`config.mk`:
```
export PLATFORM = sky130hd
export DESIGN_NAME = psc_top
export DESIGN_NICKNAME = d
export VERILOG_FILES = /design/src/logic/psc_clk_div.v /design/src/logic/psc_top.v
export VERILOG_INCLUDE_DIRS = /design/src /design/src/logic
export SDC_FILE = /design/constraint.sdc
export NUM_CORES = 1
export LEC_CHECK = 0
export BUFFER_PORTS_ARGS = -buffer_cell sky130_fd_sc_hd__buf_2
export CAP_MARGIN = 20
export CORE_UTILIZATION = 35
export CTS_BUF_LIST = sky130_fd_sc_hd__clkbuf_4 sky130_fd_sc_hd__clkbuf_8 sky130_fd_sc_hd__clkbuf_16
export DETAILED_ROUTE_END_ITERATION = 8
export PLACE_DENSITY = 0.58
export SETUP_SLACK_MARGIN = 0.02
export SLEW_MARGIN = 25
export SYNTH_ARGS = -nofsm -noshare
export SYNTH_HDL_FRONTEND = slang
export SYNTH_SLANG_ARGS = --single-unit
```
`constraint.sdc`:
```
create_clock -name clk_sys -period 4.1 [get_ports clk_sys]
set_input_delay 0.205 -clock clk_sys [delete_from_list [all_inputs] [get_ports clk_sys]]
set_output_delay 0.205 -clock clk_sys [all_outputs]
set_load 0.03 [all_outputs]
```
`src/logic/psc_defines.vh`:
```
// Constants for the power-save clock and short chip-select block.
`ifndef PSC_DEFINES_VH
`define PSC_DEFINES_VH

`define PSC_IDX_GCS        8'h00
`define PSC_IDX_PSC        8'h0d
`define PSC_IDX_IST        8'h10
`define PSC_IDX_ICLR       8'h11
`define PSC_IDX_IEN        8'h12

`define PSC_ST_HI          7
`define PSC_ST_LO          5
`define PSC_RS_BIT         4
`define PSC_WS_BIT         3
`define PSC_DV_HI          2
`define PSC_DV_LO          0
`define PSC_CODE_ON_BIT    2

`define GCS_STAT_HI        7
`define GCS_STAT_LO        6
`define GCS_FORCE_BIT      5
`define GCS_SEL_HI         4
`define GCS_SEL_LO         2
`define GCS_PRI_HI         1
`define GCS_PRI_LO         0

`define GCS_STAT_NONE      2'h0
`define GCS_STAT_WDOG      2'h1
`define GCS_STAT_RESET     2'h3

`define SEL_OSC8           3'h0
`define SEL_PERI_FAST      3'h1
`define SEL_FULL           3'h2
`define SEL_OSC2           3'h3
`define SEL_SLOW           3'h4
`define SEL_SLOW_OFF       3'h5
`define SEL_OSC4           3'h6
`define SEL_OSC6           3'h7

`define DV_BY2             3'h4
`define DV_BY4             3'h5
`define DV_BY8             3'h6
`define DV_BY16            3'h7

`define DIV_1              5'h01
`define DIV_2              5'h02
`define DIV_4              5'h04
`define DIV_6              5'h06
`define DIV_8              5'h08
`define DIV_16             5'h10

`define ST_296             3'h4
`define ST_234             3'h5
`define ST_171             3'h6
`define ST_109             3'h7
`define ST_NS_296          296
`define ST_NS_234          234
`define ST_NS_171          171
`define ST_NS_109          109
`define CLK_PERIOD_NS      100
`define NS_TO_CYC(ns)      (((ns) + `CLK_PERIOD_NS - 1) / `CLK_PERIOD_NS)

`define SHORT_FAST_UNITS   4'h2
`define SHORT_SLOW_UNITS   4'h1

`define PSC_RST            8'h00
`define GCS_SEL_RST        3'h0
`define GCS_PRI_RST        2'h0

`define IRQ_W              3
`define IRQ_WDOG           0
`define IRQ_RSVD           1
`define IRQ_FORCE          2

`define RESP_OKAY          2'h0
`define RESP_SLVERR        2'h2

`endif

```
`src/logic/psc_clk_div.v`:
```
// Run-time programmable divider that emits one tick per divisor input steps.
`timescale 1ns/1ps
`default_nettype none
module psc_clk_div #(
  parameter W = 5
) (
  input  wire         clk_sys,
  input  wire         reset,
  input  wire         stepIn,
  input  wire [W-1:0] divisor,
  output reg          tickOut
);
  reg [W-1:0] count_q;

  // A divisor shrunk mid-count ends the count on the next input step rather than wrapping.
  always @(posedge clk_sys or posedge reset) begin
    if (reset) begin
      count_q <= {W{1'b0}};
      tickOut <= 1'b0;
    end else begin
      tickOut <= 1'b0;
      if (stepIn) begin
        if (count_q + {{(W-1){1'b0}}, 1'b1} >= divisor) begin
          count_q <= {W{1'b0}};
          tickOut <= 1'b1;
        end else begin
          count_q <= count_q + {{(W-1){1'b0}}, 1'b1};
        end
      end
    end
  end
endmodule // psc_clk_div
`default_nettype wire

```
`src/logic/psc_top.v`:
```
// Clock select, power save, short chip-select timing and status registers.
//
// The AXI4-Lite interface to the registers was decided locally.
`timescale 1ns/1ps
`default_nettype none
`include "psc_defines.vh"
module psc_top #(
  parameter AW = 12
) (
  input  wire          clk_sys,
  input  wire          reset,
  input  wire [AW-1:0] s_axi_awaddr,
  input  wire          s_axi_awvalid,
  output reg           s_axi_awready,
  input  wire [31:0]   s_axi_wdata,
  input  wire [3:0]    s_axi_wstrb,
  input  wire          s_axi_wvalid,
  output reg           s_axi_wready,
  output reg  [1:0]    s_axi_bresp,
  output reg           s_axi_bvalid,
  input  wire          s_axi_bready,
  input  wire [AW-1:0] s_axi_araddr,
  input  wire          s_axi_arvalid,
  output reg           s_axi_arready,
  output reg  [31:0]   s_axi_rdata,
  output reg  [1:0]    s_axi_rresp,
  output reg           s_axi_rvalid,
  input  wire          s_axi_rready,
  input  wire          osc32In,
  input  wire          wdTimeout,
  input  wire          busCsReq,
  input  wire          busRead,
  input  wire          busWrite,
  input  wire          busWrStrobe,
  input  wire          busSecondState,
  output reg           cpuClkEn,
  output reg           periClkEn,
  output reg           mainOscEn,
  output reg           slowClkMode,
  output reg           periodicForce,
  output reg  [1:0]    periodicPriority,
  output reg           csOut,
  output reg           wrStrobeOut,
  output reg           busStall,
  output reg           irq
);
  localparam ST_IDLE  = 3'h0;
  localparam ST_SELF  = 3'h1;
  localparam ST_RDSH  = 3'h2;
  localparam ST_WPRE  = 3'h3;
  localparam ST_WPOST = 3'h4;
  localparam ST_WAIT  = 3'h5;

  reg  [7:0]        psc_q;
  reg  [2:0]        clkSel_q;
  reg  [1:0]        pri_q;
  reg  [1:0]        stat_q;
  reg  [`IRQ_W-1:0] ist_q;
  reg  [`IRQ_W-1:0] ien_q;
  reg  [`IRQ_W-1:0] ist_d;
  reg  [AW-1:0]     awAddr_q;
  reg  [7:0]        wByte_q;
  reg               wLane0_q;
  reg               awHave_q;
  reg               wHave_q;
  reg               osc32Meta_q;
  reg               osc32Sync_q;
  reg               osc32Sync2_q;
  reg               osc32Stable_q;
  reg  [2:0]        state_q;
  reg  [2:0]        state_d;
  reg  [3:0]        cnt_q;
  reg  [3:0]        cnt_d;
  reg               cs_d;
  reg               wr_d;
  reg               wrPrev_q;
  reg  [4:0]        fastDiv;
  reg  [4:0]        slowDiv;
  reg  [3:0]        selfCyc;
  reg  [31:0]       selfCycFull;
  reg  [31:0]       rdWord;
  reg               rdHit;
  wire [7:0]        wIdx;
  wire [7:0]        rIdx;
  wire              wrFire;
  wire              rdFire;
  wire              rdGcs;
  wire              osc32Edge;
  wire              fastTick;
  wire              slowTick;
  wire              slowMode;
  wire              shortOk;
  wire              selfOk;
  wire              unitTick;
  wire [3:0]        unitLen;
  wire              wrFall;
  wire              rsvdWrite;
  wire              forceWrite;
  wire [`IRQ_W-1:0] events;

  assign wIdx   = awAddr_q[9:2];
  assign rIdx   = s_axi_araddr[9:2];
  assign wrFire = awHave_q && wHave_q && !s_axi_bvalid;
  assign rdFire = s_axi_arvalid && s_axi_arready;
  assign rdGcs  = rdFire && (rIdx == `PSC_IDX_GCS);

  // AXI4-Lite write side: address and data are taken in either order.
  always @(posedge clk_sys or posedge reset) begin
    if (reset) begin
      s_axi_awready <= 1'b1;
      s_axi_wready  <= 1'b1;
      s_axi_bvalid  <= 1'b0;
      s_axi_bresp   <= `RESP_OKAY;
      awHave_q      <= 1'b0;
      wHave_q       <= 1'b0;
      awAddr_q      <= {AW{1'b0}};
      wByte_q       <= 8'h00;
      wLane0_q      <= 1'b0;
    end else begin
      if (s_axi_awvalid && s_axi_awready) begin
        awAddr_q      <= s_axi_awaddr;
        awHave_q      <= 1'b1;
        s_axi_awready <= 1'b0;
      end
      if (s_axi_wvalid && s_axi_wready) begin
        wByte_q      <= s_axi_wdata[7:0];
        wLane0_q     <= s_axi_wstrb[0];
        wHave_q      <= 1'b1;
        s_axi_wready <= 1'b0;
      end
      if (wrFire) begin
        s_axi_bvalid <= 1'b1;
        case (wIdx)
          `PSC_IDX_GCS, `PSC_IDX_PSC, `PSC_IDX_ICLR, `PSC_IDX_IEN: s_axi_bresp <= `RESP_OKAY;
          default: s_axi_bresp <= `RESP_SLVERR;
        endcase
      end
      if (s_axi_bvalid && s_axi_bready) begin
        s_axi_bvalid  <= 1'b0;
        awHave_q      <= 1'b0;
        wHave_q       <= 1'b0;
        s_axi_awready <= 1'b1;
        s_axi_wready  <= 1'b1;
      end
    end
  end

  // Read mux; the status field is cleared by the same access that returns it.
  always @* begin
    rdWord = 32'h0000_0000;
    rdHit  = 1'b1;
    case (rIdx)
      `PSC_IDX_GCS: begin
        rdWord[`GCS_STAT_HI:`GCS_STAT_LO] = stat_q;
        rdWord[`GCS_SEL_HI:`GCS_SEL_LO]   = clkSel_q;
        rdWord[`GCS_PRI_HI:`GCS_PRI_LO]   = pri_q;
      end
      `PSC_IDX_PSC:  rdWord[7:0] = psc_q;
      `PSC_IDX_IST:  rdWord[`IRQ_W-1:0] = ist_q;
      `PSC_IDX_IEN:  rdWord[`IRQ_W-1:0] = ien_q;
      `PSC_IDX_ICLR: rdWord = 32'h0000_0000;
      default:       rdHit = 1'b0;
    endcase
  end

  always @(posedge clk_sys or posedge reset) begin
    if (reset) begin
      s_axi_arready <= 1'b1;
      s_axi_rvalid  <= 1'b0;
      s_axi_rdata   <= 32'h0000_0000;
      s_axi_rresp   <= `RESP_OKAY;
    end else begin
      if (rdFire) begin
        s_axi_arready <= 1'b0;
        s_axi_rvalid  <= 1'b1;
        s_axi_rdata   <= rdWord;
        s_axi_rresp   <= rdHit ? `RESP_OKAY : `RESP_SLVERR;
      end
      if (s_axi_rvalid && s_axi_rready) begin
        s_axi_rvalid  <= 1'b0;
        s_axi_arready <= 1'b1;
      end
    end
  end

  assign forceWrite = wrFire && wLane0_q && (wIdx == `PSC_IDX_GCS) && wByte_q[`GCS_FORCE_BIT];
  assign rsvdWrite  = wrFire && wLane0_q && (wIdx == `PSC_IDX_PSC) &&
                      ((!wByte_q[`PSC_ST_HI] && (wByte_q[`PSC_ST_HI:`PSC_ST_LO] != 3'h0)) ||
                       (!wByte_q[`PSC_DV_HI] && (wByte_q[`PSC_DV_HI:`PSC_DV_LO] != 3'h0)));

  // Control registers; byte lane 0 carries the eight register bits.
  always @(posedge clk_sys or posedge reset) begin
    if (reset) begin
      psc_q         <= `PSC_RST;
      clkSel_q      <= `GCS_SEL_RST;
      pri_q         <= `GCS_PRI_RST;
      ien_q         <= {`IRQ_W{1'b0}};
      periodicForce <= 1'b0;
    end else begin
      periodicForce <= forceWrite;
      if (wrFire && wLane0_q) begin
        case (wIdx)
          `PSC_IDX_PSC: psc_q <= wByte_q;
          `PSC_IDX_GCS: begin
            clkSel_q <= wByte_q[`GCS_SEL_HI:`GCS_SEL_LO];
            pri_q    <= wByte_q[`GCS_PRI_HI:`GCS_PRI_LO];
          end
          `PSC_IDX_IEN: ien_q <= wByte_q[`IRQ_W-1:0];
          default: ien_q <= ien_q;
        endcase
      end
    end
  end

  // A watchdog event in the reading cycle survives the clear; outside a read, reset code outranks it.
  always @(posedge clk_sys or posedge reset) begin
    if (reset) begin
      stat_q <= `GCS_STAT_RESET;
    end else if (wdTimeout) begin
      stat_q <= (stat_q == `GCS_STAT_RESET && !rdGcs) ? `GCS_STAT_RESET : `GCS_STAT_WDOG;
    end else if (rdGcs) begin
      stat_q <= `GCS_STAT_NONE;
    end
  end

  assign events = {forceWrite, rsvdWrite, wdTimeout};

  always @* begin
    ist_d = ist_q | events;
    if (wrFire && wLane0_q && (wIdx == `PSC_IDX_ICLR)) begin
      ist_d = (ist_q & ~wByte_q[`IRQ_W-1:0]) | events;
    end
  end

  always @(posedge clk_sys or posedge reset) begin
    if (reset) begin
      ist_q <= {`IRQ_W{1'b0}};
      irq   <= 1'b0;
    end else begin
      ist_q <= ist_d;
      irq   <= |(ist_d & ien_q);
    end
  end

  // The slow oscillator pin is asynchronous; a rising edge counts once stages two and three agree.
  always @(posedge clk_sys or posedge reset) begin
    if (reset) begin
      osc32Meta_q   <= 1'b0;
      osc32Sync_q   <= 1'b0;
      osc32Sync2_q  <= 1'b0;
      osc32Stable_q <= 1'b0;
    end else begin
      osc32Meta_q  <= osc32In;
      osc32Sync_q  <= osc32Meta_q;
      osc32Sync2_q <= osc32Sync_q;
      if (osc32Sync_q == osc32Sync2_q) begin
        osc32Stable_q <= osc32Sync2_q;
      end
    end
  end

  assign osc32Edge = (osc32Sync_q == osc32Sync2_q) && osc32Sync2_q && !osc32Stable_q;

  // Reserved divider codes behave as the disabled code: the undivided slow clock.
  always @* begin
    case (psc_q[`PSC_DV_HI:`PSC_DV_LO])
      `DV_BY2:  slowDiv = `DIV_2;
      `DV_BY4:  slowDiv = `DIV_4;
      `DV_BY8:  slowDiv = `DIV_8;
      `DV_BY16: slowDiv = `DIV_16;
      default:  slowDiv = `DIV_1;
    endcase
    case (clkSel_q)
      `SEL_OSC8, `SEL_PERI_FAST: fastDiv = `DIV_8;
      `SEL_OSC2:                 fastDiv = `DIV_2;
      `SEL_OSC4:                 fastDiv = `DIV_4;
      `SEL_OSC6:                 fastDiv = `DIV_6;
      default:                   fastDiv = `DIV_1;
    endcase
    case (psc_q[`PSC_ST_HI:`PSC_ST_LO])
      `ST_296: selfCycFull = `NS_TO_CYC(`ST_NS_296);
      `ST_234: selfCycFull = `NS_TO_CYC(`ST_NS_234);
      `ST_171: selfCycFull = `NS_TO_CYC(`ST_NS_171);
      `ST_109: selfCycFull = `NS_TO_CYC(`ST_NS_109);
      default: selfCycFull = 32'h0000_0000;
    endcase
    // The cycle count is computed in integer width; all codes fit in four bits.
    selfCyc = selfCycFull[3:0];
  end

  psc_clk_div #(.W(5)) uFastDiv (
    .clk_sys (clk_sys),
    .reset   (reset),
    .stepIn  (1'b1),
    .divisor (fastDiv),
    .tickOut (fastTick)
  );

  psc_clk_div #(.W(5)) uSlowDiv (
    .clk_sys (clk_sys),
    .reset   (reset),
    .stepIn  (osc32Edge),
    .divisor (slowDiv),
    .tickOut (slowTick)
  );

  assign slowMode = (clkSel_q == `SEL_SLOW) || (clkSel_q == `SEL_SLOW_OFF);
  assign shortOk  = (clkSel_q != `SEL_FULL);
  assign selfOk   = slowMode && psc_q[`PSC_ST_HI];
  assign unitTick = slowMode ? slowTick : 1'b1;
  assign unitLen  = slowMode ? `SHORT_SLOW_UNITS : `SHORT_FAST_UNITS;
  assign wrFall   = wrPrev_q && !busWrStrobe;

  always @(posedge clk_sys or posedge reset) begin
    if (reset) begin
      cpuClkEn         <= 1'b0;
      periClkEn        <= 1'b0;
      mainOscEn        <= 1'b1;
      slowClkMode      <= 1'b0;
      periodicPriority <= `GCS_PRI_RST;
    end else begin
      cpuClkEn         <= slowMode ? slowTick : fastTick;
      periClkEn        <= (clkSel_q == `SEL_PERI_FAST) ? 1'b1 :
                          (slowMode ? slowTick : fastTick);
      mainOscEn        <= (clkSel_q != `SEL_SLOW_OFF);
      slowClkMode      <= slowMode;
      periodicPriority <= pri_q;
    end
  end

  // Chip-select shaping. Each strobe fires once per request and then waits for the
  // request to drop, so a long cycle cannot retrigger it.
  always @* begin
    state_d = state_q;
    cnt_d   = cnt_q;
    cs_d    = 1'b0;
    wr_d    = busWrStrobe;
    case (state_q)
      ST_IDLE: begin
        if (busCsReq) begin
          if (selfOk) begin
            state_d = ST_SELF;
            cnt_d   = selfCyc;
            cs_d    = 1'b1;
          end else if (busWrite && psc_q[`PSC_WS_BIT] && shortOk) begin
            if (wrFall) begin
              state_d = ST_WPRE;
              cnt_d   = 4'h0;
              cs_d    = 1'b1;
              wr_d    = 1'b1;
            end
          end else if (busRead && psc_q[`PSC_RS_BIT] && shortOk) begin
            if (busSecondState) begin
              state_d = ST_RDSH;
              cnt_d   = 4'h0;
              cs_d    = 1'b1;
            end
          end else begin
            cs_d = 1'b1;
          end
        end
      end
      ST_SELF: begin
        cs_d  = 1'b1;
        cnt_d = cnt_q - 4'h1;
        if (cnt_q <= 4'h1) begin
          state_d = ST_WAIT;
          cs_d    = 1'b0;
        end
      end
      ST_RDSH: begin
        cs_d = 1'b1;
        if (unitTick) begin
          cnt_d = cnt_q + 4'h1;
          if (cnt_q + 4'h1 >= unitLen) begin
            state_d = ST_WAIT;
            cs_d    = 1'b0;
          end
        end
      end
      ST_WPRE: begin
        cs_d = 1'b1;
        wr_d = 1'b1;
        if (unitTick) begin
          cnt_d = cnt_q + 4'h1;
          if (cnt_q + 4'h1 >= unitLen) begin
            state_d = ST_WPOST;
            cnt_d   = 4'h0;
            wr_d    = 1'b0;
          end
        end
      end
      ST_WPOST: begin
        cs_d = 1'b1;
        wr_d = 1'b0;
        if (unitTick) begin
          cnt_d = cnt_q + 4'h1;
          if (cnt_q + 4'h1 >= unitLen) begin
            state_d = ST_WAIT;
            cs_d    = 1'b0;
          end
        end
      end
      ST_WAIT: begin
        if (!busCsReq) begin
          state_d = ST_IDLE;
        end
      end
      default: begin
        state_d = ST_IDLE;
      end
    endcase
  end

  // The write strobe is held until the leading chip-select half is done, so the
  // bus unit is stalled meanwhile; this lengthens the cycle but keeps the edge timing.
  always @(posedge clk_sys or posedge reset) begin
    if (reset) begin
      state_q     <= ST_IDLE;
      cnt_q       <= 4'h0;
      csOut       <= 1'b0;
      wrStrobeOut <= 1'b0;
      wrPrev_q    <= 1'b0;
      busStall    <= 1'b0;
    end else begin
      state_q     <= state_d;
      cnt_q       <= cnt_d;
      csOut       <= cs_d;
      wrStrobeOut <= wr_d;
      wrPrev_q    <= busWrStrobe;
      busStall    <= (state_d == ST_WPRE);
    end
  end
endmodule // psc_top
`default_nettype wire

```
Word-level counts from Yosys, hierarchy flattened
Cells that the tools add are included.
{ "totals": {"reg_bits": 94, "input_bits": 74, "latchBits": 0, "n_memories": 0, "romBits": 0, "mem_bits_rw": 0} }
{ "op_classes": {"n_eq_ne": 37, "mux": 75, "order_cmp": 4, "add_sub_neg": 4, "n_mul": 0, "n_div": 0, "bitwise_logic": 5, "n_reduce_logical": 56, "shifts": 0} }
{ "op_table": {"columns": ["cell", "n"], "rows": [
  ["3-bit equality test (second input constant)", 14],
  ["8-bit by 5-bit equality test with 1-bit output (second input constant)", 5],
  ["3-bit 2-to-1 mux", 13],
  ["4-bit 2-to-1 mux", 9],
  ["1-bit 2-to-1 mux", 35],
  ["4-bit case mux with 4 select lines", 2],
  ["1-bit logical AND", 25],
  ["5-bit case mux with 4 select lines", 1],
  ["8-bit by 4-bit equality test with 1-bit output (second input constant)", 2],
  ["8-bit logical NOT", 2],
  ["3-bit case mux with 5 select lines", 1],
  ["3-bit by 2-bit equality test with 1-bit output (second input constant)", 4],
  ["2-bit 2-to-1 mux", 6],
  ["4-bit != test (second input constant)", 3],
  ["2-bit case mux with 2 select lines", 3],
  ["3-bit case mux with 4 select lines", 1],
  ["5-bit by 1-bit adder with 5-bit output (second input constant)", 2],
  ["5-bit 2-to-1 mux", 2],
  ["2-bit nonzero test", 5],
  ["2-bit OR reduction", 4],
  ["7-bit AND reduction", 1],
  ["3-bit AND", 2],
  ["3-bit by 1-bit equality test with 1-bit output (second input constant)", 2],
  ["1-bit logical NOT", 6],
  ["other kinds (24)", 31]
]} }

Logic depth before layout (Yosys ltp)
{ "depth": {"depth_word": 9, "depth_mapped": 9} }

Hierarchy
Synthesis repeated with hierarchy kept, for this count alone.
{ "hier_totals": {"cells_unflattened": 454, "area_unflattened_um2": 4823.4} }
{ "modules_own_cells": {"columns": ["module", "cells_per_inst", "instances", "area_each_um2"], "rows": [
  ["psc_top", 362, 1, 3925.0],
  ["psc_clk_div", 46, 2, 449.2]
]} }

Least setup slack after synthesis
OpenSTA, ideal clock, no wires.
{ "synth_timing": {"kind": "register -> register", "from": "register cnt_q[0]", "to": "register csOut", "t_required_ns": 3.969, "path_slack_ns": 1.978, "stages_incl_launch_ff": 9, "synth_period_minus_slack_ns": 2.122, "arrival_time_ns": 1.991, "setup_time_ns": 0.131, "path_cell_list": "dfrtp_1 inv_1 ha_1 ha_1 o21ai_0 a31oi_1 nand2b_1 a21oi_1 or3_1"} }
{ "synth_between": {"elab_chain_len": 5} }
{ "synth_lines": {"columns": ["item", "line_no", "text"], "rows": [
  ["start, declared", "psc_top.v:72", "reg [3:0] cnt_q;"],
  ["start signal, assigned", "psc_top.v:427", "cnt_q <= cnt_d;"],
  ["4-bit by 1-bit adder with 4-bit output", "psc_top.v:375, psc_top.v:398", null],
  ["4-bit by 2-bit greater-or-equal comparator with 1-bit output", "psc_top.v:375, psc_top.v:398", null],
  ["1-bit 2-to-1 mux", "psc_top.v:375, psc_top.v:398", null],
  ["1-bit 2-to-1 mux", "psc_top.v:373", "if (unitTick) begin"],
  ["1-bit case mux with 4 select lines *", "psc_top.v:338", "case (state_q)"],
  ["named net cs_d", "psc_top.v:74", "reg cs_d;"],
  ["end signal, assigned", "psc_top.v:428", "csOut <= cs_d;"],
  ["end, declared", "psc_top.v:42", "output reg csOut,"]
]} }
Mark *: on every way through the listed nets, which the timed path passes. The rest lies on a longest branch.
A chain may end at the register's enable or synchronous reset.

Final worst setup path
Same ends and word-level chain as after synthesis.

==> summary.md <==
| Metric | Value |
|---|---|
| Synth Instances | around 430 |
| Top cell by count, worst path | ha_1 |
| DRC Markers | 0 |
| Post-CTS Setup Bufs | 0 |
| Synth top area cells | dfrtp_1, mux2_2, ha_1 |
| Worst min path class | in2async |
| Max-cap violations | 0 |
| Syn. warnings | 0 |
| Top-level port count | 126 |
| Worst path arrival time | around 2600 ps |
| Share of cells above drive strength 1 | approximately a quarter |
| Die H | 116.5 um |
| Seq cells post-synth | 90 |
| Async set or reset register ratio after synthesis | 100.0% |
| CP endpoint kind | flop |
| Synth Area in XOR/XNOR | approximately 1.9% |
| First-pass GRT wire length | between 15 and 20 mm |
| Cells on worst reg2reg path | 8 |
| Sequential area share after synthesis | approximately half |
| Distinct cell type count of the synthesized netlist | 58 |
| Clock-pin slew on the worst setup and hold paths | around 60 ps |
| Num rows | 41 |
| Setup_tns | 0 ps |
| Failing checks | hold timing |
| Maximum fanout along the worst path | 8 |
| Area of the multi-input gates | 2143 um^2 |
| Fin. Hold Viols | slightly above 50 |
| Mapped Area | between 4000 and 5000 um^2 |
| Drt via density | 4.893 |
| Nets@finish | roughly 600 |
| Compound-gate portion of the synthesized area | approximately an eighth |
| Reg2reg start | cnt_q[0]$_DFFE_PP0P_ |
| Worst-Skew Late Latency | about 340 ps |
| Mux cell area share after synthesis | under 10% |
| Leak | ~2.5 nW |
| Initial drt markers | 249 |
| Initial antenna violation count | 1 |
| Slowest stage cell, crit path | dfrtp_1 |
| Gr ovfl total | 0 |
| Post-synth EDFFs | 0 |
| Number of clock sinks | 90 |
| Pre-antenna DRT Iters | 6 |
| Die Wd | 116.5 um |
| Tmin final | 2404 ps |
| Main combinational cell family by area after synthesis | simple AND/OR/NAND/NOR gates |
| Placement Cell Area | 5000 um^2 |
| # setup viols final | 0 |
| WL final | 9.159 mm |
| CTS buffer count | 9 |
| Post-CTS Resized | 0 |
| Syn_area_per_cell | 10.76 um^2 |
| Antenna viol nets, final | 0 |
| Hold buffers post-CTS | 1 |
| Top cell type by total area after synthesis | dfrtp_1 |
| Core Util, Final | approximately two fifths |
| Hold WS | -26.09 ps |
| Fmax | slightly above 0.4 GHz |
| DR WL/cell | between 10 and 15 um |
| R2r setup slk | approximately 1700 ps |
| Final std cells w/o fill | roughly 670 |
| Placed Instances | between 600 and 700 |
| Core area | about 13000 um^2 |
| Commonest cells after routing, fill and taps aside | dfrtp_1, buf_2, nand2_1, mux2_2, conb_1 |
| Root Driver | clkbuf_16 |
| Status | complete, but fails checks |
| Finished Cell Area | 5310 um^2 |
| Adder-Cell Fraction of Synth Area | between 4 and 5% |
| Slew headroom | between 50% and 60% |
| Share of the synthesized area in the top cell type | a little under half |
| Most common cell after layout, fill and taps aside | dfrtp_1 |
| CP max stage delay | around 480 ps |
| Initial core utilization | between 30% and 40% |
| Largest net degree at the start of global routing | between 50 and 60 |
| CP Cell Sequence | inv_1 > ha_1 > ha_1 > o21ai_0 > a31oi_1 > nand2b_1 > a21oi_1 > or3_1 |
| DP HPWL | approximately 6.8 mm |
| Vias in the first global route | approximately 3100 |
| Max Slew Vio Count | 0 |
| Unrepaired setup endpoints after global routing | false |
| Top FF cell, synth | dfrtp_1 |
| Register area | 2260 um^2 |
| Vias | around 3300 |
| CP Launch Type | flop |
| Area grow syn2layout | 15.80% |
| Worst-margin pin slew | about 660 ps |
| Post-Synth Simple-Gate Area | between 10% and 20% |
| Fillers | 1277 |
| R2r endpoint | csOut$_DFF_PP0_ |
| CP Class | reg2reg |
| Post-route clock period utilization | about three fifths |
| Die Area | roughly 14000 um^2 |
| Pwr dens | around 560 nW/um^2 |
| Gr usage total | approximately 15% |
| H-tree Lvls | 3 |
| Max VDD drop | roughly 330 uV |
| GPL Wtd Cong | roughly 0.85 |
| Worst Skew | approximately 5.6 ps |
| Largest buffer count on any clock path | 2 |
| Number of port buffers | 64 |
| CTS tree | done |
| Worst Path Required | about 4300 ps |
==> sequential cells by signal, indices dropped and copies added, names as in the netlist, 2 cells and up <==
| signal | count |
|---|---|
| awAddr_q | 8 |
| clkSel_q | 3 |
| cnt_q | 4 |
| ien_q | 3 |
| ist_q | 3 |
| periodicPriority | 2 |
| pri_q | 2 |
| psc_q | 8 |
| s_axi_rdata | 8 |
| stat_q | 2 |
| state_q | 3 |
| uFastDiv.count_q | 5 |
| uSlowDiv.count_q | 5 |
| wByte_q | 8 |
==> synth_stat cells (2+ instances only) <==
cell       n
nand4_1    4
xnor2_1    4
nor2b_1    8
clkbuf_1   7
ha_1      17
and3b_1    2
dfrtp_1   84
mux2_2    34
and4_1     2
inv_1     12
nor3_1     4
xor2_1     6
a221oi_1   2
buf_4     26
a21o_1     9
a21oi_1   17
nor4_1     2
a31oi_1    4
a22oi_1    9
nand2b_1  13
buf_2      2
a311oi_1   2
nand3_1    9
a22o_1     8
or3_1      4
nand2_1   38
dfstp_2    6
and2_1     2
o31ai_1    3
or4_1      3
nor2_1    20
o22ai_1    3
nand3b_1   3
mux2i_1    5
o21ai_0   26
and3_1     4
==> cells by family (layout without fill, tap and decap cells) <==
group	after synthesis	count (layout)
and+or+nand+nor	126	126
xor gates and xnor gates	10	10
muxes	40	40
buffers and inverters	48	95
other	1	28
DFF	90	90
AOI/OAI and AO/OA	93	93
adders and majority gates	18	18
==> per-stage QoR <==
| step | worst slack [ps] | hold WS, ps | total power [mW] |
|---|---|---|---|
| floorplan | 1570 | 236.4 | 1.978 |
| global placement | 1720 | 313.5 | 2.153 |
| detailed placement | 1718 | 314.3 | 2.182 |
| CTS | 1701 | 11.00 | 3.007 |
| global route | 1528 | 11.15 | 3.180 |
| finish | 1696 | -26.09 | 2.969 |
==> where the power goes <==
group / leakage [nW] / internal (mW) / switching, mW
sequential: 1.14 / 1.09 / 0.221
combinational: 1.23 / 0.377 / 0.477
clock: 0.146 / 0.481 / 0.323
total: 2.52 / 1.95 / 1.02
==> area by class of cell <==
| cell class | count | area share (%) |
|---|---|---|
| timing repair buffer | 67 | 6.503 |
| multi-input combinational | 314 | 40.36 |
| antenna | 1 | 0.04713 |
| sequential | 90 | 42.55 |
| tap | 172 | 4.053 |
| clock buffer | 15 | 5.443 |
| clock inverter | 1 | 0.1414 |
| inverter | 12 | 0.8954 |
==> critical path: cells and delay by family (launching register included) <==
family | cells | cell delay, ps
flops | 1 | 480
simple gates | 2 | 510
buf+inv | 1 | 100
fa+ha+maj | 2 | 640
compound gates | 3 | 560
==> worst max-delay path by stage <==
stage	startpoint	end	slack (ps)	depth (start not counted)
2_1_floorplan	reset	awAddr_q[2]$_DFFE_PP0P_	1570	1
3_3_place_gp	clkSel_q[1]$_DFFE_PP0P_	busStall$_DFF_PP0_	1720	8
3_5_place_dp	cnt_q[0]$_DFFE_PP0P_	csOut$_DFF_PP0_	1720	8
4_1_cts	clkSel_q[1]$_DFFE_PP0P_	busStall$_DFF_PP0_	1700	8
5_1_grt	clkSel_q[1]$_DFFE_PP0P_	busStall$_DFF_PP0_	1530	8
6_report	cnt_q[0]$_DFFE_PP0P_	csOut$_DFF_PP0_	1700	8
==> routing by layer <==
layer	track usage, %	wire, um	vias to the layer above
met5	0	0	-
met4	3.761	61	0
met3	5.397	589	9
met2	23.91	4474	94
met1	17.99	4033	1566
li1	-	-	1619
Note: power is estimated with default switching activity, not from simulation.
